`src/core/sleep_glue_pkg.sv`:
```
// constants and carrier types for the sleep-state glue logic
// assumes a single 50 MHz clock; all board inputs arrive asynchronously
//
// Function
// - switch control low only when both high
// - latch cleared by control low or s5 low
// - control rising with s5 high sets latch
// - steady control high holds latch value
// - power-up ramp never sets the latch
// - resume reset released 32 ms after standby
// - release also needs 3.3 V standby present
// - standby loss asserts resume reset at once
// - resume delay self-timed, only at power-on
// - codec reset high: link high, enable low
// - pin function feeds riser logic uninverted
// - gpio output data drives pin and enable
// - polarity inverts both; type picks driver
// - gpio input never drives codec enable
package sleep_glue_pkg;

  // resume reset delay, figure as printed
  localparam int RESUME_DELAY_MS     = 32;
  localparam int CLOCK_KHZ           = 50000;
  localparam int RESUME_DELAY_CYCLES = RESUME_DELAY_MS * CLOCK_KHZ;

  // shared pin function selection
  typedef enum logic [1:0] {
    PIN_CODEC_ENABLE,
    PIN_GPIO_OUTPUT,
    PIN_GPIO_INPUT
  } pin_mode_t;

  // gpio configuration carried as one group
  typedef struct packed {
    pin_mode_t mode;
    logic      data;
    logic      invert;
    logic      open_drain;
  } gpio_cfg_t;

  // synchronised board inputs
  typedef struct packed {
    logic power_good;
    logic s3_n;
    logic s5_n;
    logic stby_5v;
    logic stby_3v;
    logic link_rst_n;
    logic pin_in;
  } board_in_t;

  localparam int BOARD_W = $bits(board_in_t);

endpackage

```
`src/core/sleep_state_glue_logic.sv`:
```
// sleep-state glue: supply switch, latched switch, resume reset, codec reset
// assumes board levels are asynchronous; outputs registered on clock
// the clock must run on standby power, since the resume delay is counted on it
`timescale 1ns/1ns
module sleep_state_glue_logic
  import sleep_glue_pkg::*;
#(
  parameter int RESUME_DELAY = sleep_glue_pkg::RESUME_DELAY_CYCLES
) (
  // clock and reset
  input  wire logic                      clock,
  input  wire logic                      rst_n,
  // sleep and power inputs
  input  wire logic                      psu_power_good,
  input  wire logic                      sleep_s3_n,
  input  wire logic                      sleep_s5_n,
  input  wire logic                      standby_5v_rail,
  input  wire logic                      standby_3v_rail,
  input  wire logic                      audio_link_reset_n,
  // shared pin configuration and pad
  input  wire sleep_glue_pkg::gpio_cfg_t gpio_cfg,
  input  wire logic                      shared_pin_in,
  output logic                           shared_pin_out,
  output logic                           shared_pin_oe_n,
  // supply switch open drain pad
  output logic                           supply_switch_ctl_n_out,
  output logic                           supply_switch_ctl_n_oe_n,
  // reset, latch and gpio input level outputs
  output logic                           latched_supply_switch,
  output logic                           resume_well_reset_n,
  output logic                           codec_down_reset_n,
  output logic                           gpio_input_level
);
  import sleep_glue_pkg::*;

  typedef struct packed {
    logic        sw_drive;
    logic        sw_int_prev;
    logic        armed;
    logic        latched;
    logic [31:0] delay_cnt;
    logic        resume_rst_n;
    logic        codec_rst_n;
    logic        pin_out;
    logic        pin_oe_n;
    logic        gpio_in;
  } glue_state_t;

  // pad data and enable travel together
  typedef struct packed {
    logic out;
    logic oe_n;
  } pad_drive_t;

  // reset image: the previous control reads high, so leaving reset is no edge
  localparam glue_state_t STATE_RESET = '{
    sw_drive:     1'b0,
    sw_int_prev:  1'b1,
    armed:        1'b0,
    latched:      1'b0,
    delay_cnt:    32'h00000000,
    resume_rst_n: 1'b0,
    codec_rst_n:  1'b0,
    pin_out:      1'b1,
    pin_oe_n:     1'b1,
    gpio_in:      1'b0
  };

  board_in_t   raw_in;
  board_in_t   bin;
  glue_state_t state_ff;
  glue_state_t nxt_state;
  logic        sw_int;
  pad_drive_t  pin_pad;
  logic        codec_en_n;

  // the open drain pad pulls low only with power good and s3 high
  function automatic logic switch_pulls_low(input logic power_good, input logic s3_n);
    return power_good & s3_n;
  endfunction

  // the counter saturates at the delay, so it runs once per standby power-on
  function automatic logic delay_expired(input logic [31:0] count);
    return count >= 32'(RESUME_DELAY);
  endfunction

  // gpio drive value after polarity, shared by the pad and the riser logic
  function automatic logic gpio_level(input gpio_cfg_t cfg);
    return cfg.data ^ cfg.invert;
  endfunction

  // latch next value; a clear beats a set, so an s5 low that meets a
  // control edge in one cycle leaves the latch low
  function automatic logic latch_next(
    input logic level,
    input logic level_prev,
    input logic armed,
    input logic s5_n,
    input logic latched
  );
    logic result;
    result = latched;
    if (!level || !s5_n) begin
      result = 1'b0;
    end else if (!level_prev && armed) begin
      result = 1'b1;
    end
    return result;
  endfunction

  // codec-down enable seen by the riser logic for each pin function
  function automatic logic codec_enable_level(
    input gpio_cfg_t cfg,
    input logic      pin_level
  );
    logic level_n;
    case (cfg.mode)
      PIN_CODEC_ENABLE: begin
        level_n = pin_level;
      end
      PIN_GPIO_OUTPUT: begin
        level_n = gpio_level(cfg);
      end
      PIN_GPIO_INPUT: begin
        level_n = 1'b1;
      end
      default: begin
        level_n = 1'b1;
      end
    endcase
    return level_n;
  endfunction

  // pad drive per pin function; only gpio output mode turns the driver on
  function automatic pad_drive_t pad_drive(input gpio_cfg_t cfg);
    pad_drive_t pad;
    pad.out  = 1'b1;
    pad.oe_n = 1'b1;
    if (cfg.mode == PIN_GPIO_OUTPUT) begin
      pad.out  = gpio_level(cfg);
      // open drain only pulls low; push-pull drives both levels
      pad.oe_n = cfg.open_drain ? gpio_level(cfg) : 1'b0;
    end
    return pad;
  endfunction

  // gpio input level as software sees it, usable as a wake source
  function automatic logic wake_level(input gpio_cfg_t cfg, input logic pin_level);
    return pin_level ^ cfg.invert;
  endfunction

  // pack the board levels so one synchroniser handles them all
  assign raw_in = '{
    power_good: psu_power_good,
    s3_n:       sleep_s3_n,
    s5_n:       sleep_s5_n,
    stby_5v:    standby_5v_rail,
    stby_3v:    standby_3v_rail,
    link_rst_n: audio_link_reset_n,
    pin_in:     shared_pin_in
  };

  // every board level is asynchronous, so all pass two flops first
  sync_two_flop #(.WIDTH(BOARD_W)) u_sync (
    .clock    (clock),
    .rst_n    (rst_n),
    .async_in (raw_in),
    .sync_out (bin)
  );

  always_comb begin
    nxt_state = state_ff;
    // open drain pulls low only with power good and s3 high
    nxt_state.sw_drive = switch_pulls_low(bin.power_good, bin.s3_n);
    // floating reads as one, driven low reads as zero
    sw_int = ~nxt_state.sw_drive;
    nxt_state.sw_int_prev = sw_int;

    // the power-up ramp is not an edge: arming needs a seen low first,
    // and reset starts with the previous value high so no edge appears
    if (!sw_int) begin
      nxt_state.armed = 1'b1;
    end
    nxt_state.latched = latch_next(sw_int, state_ff.sw_int_prev, state_ff.armed,
                                   bin.s5_n, state_ff.latched);

    // resume reset: counter stands in for the rc delay, clock only used to
    // count; it restarts only when standby rail comes back
    if (!bin.stby_5v) begin
      nxt_state.delay_cnt    = '0;
      nxt_state.resume_rst_n = 1'b0;
    end else if (!delay_expired(state_ff.delay_cnt)) begin
      nxt_state.delay_cnt    = state_ff.delay_cnt + 32'h00000001;
      nxt_state.resume_rst_n = 1'b0;
    end else begin
      nxt_state.resume_rst_n = bin.stby_3v;
    end

    // shared pin: pad drive and riser enable both follow the pin function
    pin_pad               = pad_drive(gpio_cfg);
    codec_en_n            = codec_enable_level(gpio_cfg, bin.pin_in);
    nxt_state.pin_out     = pin_pad.out;
    nxt_state.pin_oe_n    = pin_pad.oe_n;
    nxt_state.gpio_in     = wake_level(gpio_cfg, bin.pin_in);
    nxt_state.codec_rst_n = bin.link_rst_n & ~codec_en_n;
  end

  always_ff @(posedge clock) begin
    if (!rst_n) begin
      state_ff <= STATE_RESET;
    end else begin
      state_ff <= nxt_state;
    end
  end

  // pad and output assignments straight from flops, except the switch pad data, which is tied low
  assign supply_switch_ctl_n_out  = 1'b0;
  assign supply_switch_ctl_n_oe_n = ~state_ff.sw_drive;
  assign latched_supply_switch    = state_ff.latched;
  assign resume_well_reset_n      = state_ff.resume_rst_n;
  assign codec_down_reset_n       = state_ff.codec_rst_n;
  assign shared_pin_out           = state_ff.pin_out;
  assign shared_pin_oe_n          = state_ff.pin_oe_n;
  assign gpio_input_level         = state_ff.gpio_in;

endmodule

```
`src/core/sync_two_flop.sv`:
```
// two-flop synchroniser for a bundle of asynchronous levels
// assumes the bundle bits are independent levels; no word coherence
`timescale 1ns/1ns
module sync_two_flop #(
  parameter int WIDTH = 1
) (
  // clock and reset
  input  wire logic             clock,
  input  wire logic             rst_n,
  // levels
  input  wire logic [WIDTH-1:0] async_in,
  output logic      [WIDTH-1:0] sync_out
);

  typedef struct packed {
    logic [WIDTH-1:0] first;
    logic [WIDTH-1:0] second;
  } sync_state_t;

  sync_state_t state_ff;
  sync_state_t nxt_state;

  // first stage only feeds the second stage
  always_comb begin
    nxt_state.first  = async_in;
    nxt_state.second = state_ff.first;
  end

  always_ff @(posedge clock) begin
    if (!rst_n) begin
      state_ff <= '0;
    end else begin
      state_ff <= nxt_state;
    end
  end

  assign sync_out = state_ff.second;

endmodule

```
`config.mk`:
```
export PLATFORM = sky130hd
export DESIGN_NAME = sleep_state_glue_logic
export DESIGN_NICKNAME = d
export VERILOG_FILES = /design/src/core/sleep_glue_pkg.sv /design/src/core/sleep_state_glue_logic.sv /design/src/core/sync_two_flop.sv
export SDC_FILE = /design/constraint.sdc
export NUM_CORES = 1
export LEC_CHECK = 0
export BUFFER_PORTS_ARGS = -buffer_cell sky130_fd_sc_hd__clkbuf_2
export CORE_MARGIN = 2
export CORE_UTILIZATION = 58
export CTS_BUF_LIST = sky130_fd_sc_hd__clkbuf_8 sky130_fd_sc_hd__clkbuf_16
export CTS_CLUSTER_SIZE = 10
export DETAILED_ROUTE_END_ITERATION = 8
export PLACE_DENSITY = 0.84
export SYNTH_ARGS = -nofsm -noshare
export SYNTH_HDL_FRONTEND = slang
export SYNTH_SLANG_ARGS = --single-unit
```
`constraint.sdc`:
```
create_clock -name clock -period 2.75 [get_ports clock]
set_input_delay 0.6875 -clock clock [delete_from_list [all_inputs] [get_ports clock]]
set_output_delay 0.6875 -clock clock [all_outputs]
set_load 0.05 [all_outputs]
```
==> metrics <==
Cell Rows 22; mean post-synth cell area 9.477 µm²; slew margin rel. approximately three fifths; Setup Fix Bufs, Post-CTS 0; RSZ-0062 raised after global routing false; first-pass GRT wire length 6541 µm; Yosys cell types 37; data arrival time at the worst-slack endpoint around 2.3 ns; IO Port Bufs 20; total placed cells including tap cells roughly 280; fraction of layout cells with a size suffix above 1 between 10 and 15%; post-place instance area between 0.002 and 0.0025 mm²; antenna diode instance count 0; worst hold-check path type flop to flop; TritonCTS clock tree done; area of the placeable core 0.003633 mm²; max incr delay on CP about 0.5 ns; root buf cell clkbuf_8; number of antenna violations at the first check in global routing 0; Worst setup EP type flop; worst min-delay path startpoint u_sync.sync_out[4]; setup tns final 0 ns; hold depth 2; share of the clock period used by the worst path 73.58%; Routed met1 length approximately 1700 µm; number of buffers created by CTS 5; Synth-to-Final Area Change 9.786%; critical path class flop to flop; DRT Wirelength about 3600 µm; number of hold violations in the final report 0; clock transition time at the flip-flop clock pins of the worst setup and hold paths roughly 0.090 ns; Net count, final about 260; Critical Path Start Type flop; capture point of the worst reg-to-reg path state_ff[11]; Overall Global Routing Usage slightly below 20%; crit path buf inv count 1; number of synthesized register bits 55; routed length on met3 approximately 130 µm; transition time at the pin with the least slew margin 0.6187 ns; number of buffers on the longest clock path 2; worst clock skew on the final layout between 0.005 and 0.006 ns; overflow left after global routing 0; fraction of the yosys area taken by sequential cells between 50% and 60%; iteration-0 DRC count of the detailed router between 100 and 150; post-synthesis cell count about 230; CP max stage cell or4_1; worst IR drop on VDD roughly 490 µV; worst reg2reg path startpoint state_ff[21]; wire per inst approximately 12 µm; final weighted congestion in routability-driven placement 0.8233; maximum clock rate between 0.4 and 0.5 GHz; Adder-Cell Fraction of Synth Area under 10%; number of detailed-route iterations in the first pass 4; synthesized-area fraction occupied by and/or/nand/nor cells between 20 and 30%; cell chain of the critical path nor4_4, a31oi_2, buf_4, or4_1, a21oi_1; number of DRC violations after detailed routing 0; highest net fanout along the worst path 17; hold path endpoint latched_supply_switch; combinational family with the most area after synthesis simple AND/OR/NAND/NOR gates; post-synthesis compound-gate area fraction 11.00%; share of the synthesized netlist area taken by xor and xnor gates less than 1%; post-layout minimum cycle time between 2 and 2.5 ns; highest routed metal layer met4; die height 65.04 µm; ratio of total power to cell area approximately 550 mW/mm²; critical path's top delay family simple AND/OR/NAND/NOR gates; wire length on met2 approximately 1700 µm; Final Instance Area approximately 0.0024 mm²; pin count of the biggest net entering global routing 33; number of pins with negative max-slew slack in the final report 0; PostCTS Resize Cnt 0; I/O pins 22; required time of the worst setup path about 3.0 ns; max-cap viol count 0; result of the run completed; vias in the first global route ~1500; proportion of synthesized area in mux cells around 2.8%; nets in the synthesized netlist between 200 and 250; P_leak 0.0008983 µW; Clock Latency Late Sink around 0.3 ns; hold buffers post-CTS 0; logic depth of the worst register-to-register path 5; total via count in the routed design between 1500 and 2000; total half-perimeter wirelength after legalization and detailed placement around 2400 µm; slack of the worst reg-to-reg path a little over 0.7 ns; H-Tree Level Count 2; Clock Sink Count 55; initial standard-cell utilization of the core roughly 59%; post-synthesis instance area 0.002161 mm²; horizontal extent of the die around 65 µm; post-detailed-route via-to-cell ratio 5.688; Cell Count, Final, Fillers Out approximately 300; final count of negative-setup-slack endpoints 0; residual antenna-violating net count after detailed routing 0; Total Die Area between 0.004 and 0.005 mm²; count of synthesis-stage warnings from yosys 0
## how the worst max path moves through the flow
stage	end	slack [ns]	from	cells past startpoint
final	state_ff[11]	0.73	state_ff[21]	5
after global routing	state_ff[15]	0.51	state_ff[36]	4
after CTS	state_ff[11]	0.72	state_ff[36]	4
after detailed placement	state_ff[11]	0.74	state_ff[21]	5
after global placement	state_ff[7]	0.79	rst_n	5
after floorplan	state_ff[17]	1.13	state_ff[21]	5
## layout make-up
cell class                 instances  area [µm²]
multi-input combinational        153       984.7
sequential                        55        1101
inverter                           6       22.52
clock inverter                     3       20.02
clock buffer                       5       68.82
fill                             322        1261
timing repair buffer              22       115.1
tap                               48       60.06
## cells in the mapped netlist
cell type  instances  area share [%]
nor3_1             1            0.23
nand2_1           17             3.0
nor4_2             2             1.2
xor2_1             1            0.41
or4_1             10             3.5
nor4_4             1            0.98
a31oi_1            2            0.58
nand2b_1           6             1.7
dfxtp_1           55              51
a211oi_1           1            0.35
clkbuf_1          10             1.7
nand3_1           13             3.0
nor2_1             1            0.17
o31ai_1           10             3.5
ha_1               2             1.2
conb_1             1            0.17
nor4_1             6             1.7
and4_1             2            0.81
nand4_1            6             1.7
o2111ai_1          1            0.41
a41o_1             1            0.46
and2_1            19             5.5
o21ai_0            4            0.93
nor3b_1            1            0.35
buf_1              1            0.17
nor2b_1            2            0.58
o21a_1             1            0.35
mux2i_1            6             2.8
and3_1            16             4.6
or3_1              1            0.29
a31o_2             1            0.41
a21oi_1           16             3.7
buf_4              1            0.35
o211ai_1           1            0.35
xnor2_1            1            0.41
inv_1              6             1.0
buf_2              2            0.46
## state kept, by name (all words and copies together) (netlist names)
register,flops
shared_pin_oe_n,1
codec_down_reset_n,1
latched_supply_switch,1
gpio_input_level,1
shared_pin_out,1
state_ff,35
u_sync.nxt_state,7
resume_well_reset_n,1
u_sync.sync_out,7
## logic make-up after synthesis
kind of cell    count (synthesis)
xor+xnor                        2
flops                          55
simple gates                  104
mux                             6
compound gates                 38
fa+ha+maj                       2
other cells                     1
buf+inv                        20
## report_power, final
| group | internal (µW) | switching, µW |
|---|---|---|
| logic | 17.9 | 28.8 |
| registers | 808 | 5.19 |
| clock network | 180 | 254 |
## worst min-delay path: stages (launching register included)
cell and delay, ns:
dfxtp_1 0.31, nand2_1 0.05, a211oi_1 0.04
## per-stage QoR
step	setup slack (ns)	utilization, %	hold slack, ns	power, µW
after floorplan	1.132	-	0.3975	864.7
after global placement	0.7899	62.84	0.4140	878.3
after detailed placement	0.7432	62.84	0.4191	880.1
after CTS	0.7236	65.29	0.4351	1306
after global routing	0.5115	65.29	0.4594	1344
final	0.7265	65.29	0.4306	1294
## routing by layer
metal / vias to the layer above / GRT usage, %
li1: 855 / -
met1: 768 / 25.72
met2: 33 / 32.35
met3: 5 / 3.125
met4: 0 / 7.031
met5: - / 0
## cells in the final DEF (no fill, tap or decap), drive strengths merged
cell type,n
nor4,9
inv,8
nor2,1
nand2b,6
a211oi,1
buf,2
mux2i,6
xnor2,1
or3,1
and2,19
nand4,6
a31o,1
o31ai,10
or4,10
ha,2
nor3,1
a21oi,16
nor3b,1
xor2,1
nand2,17
o2111ai,1
and4,2
a31oi,2
o21a,1
a41o,1
conb,1
o211ai,1
and3,16
nor2b,2
o21ai,4
nand3,13
dfxtp,55
clkinvlp,1
clkbuf,25
(Power assumes the default switching activity.)
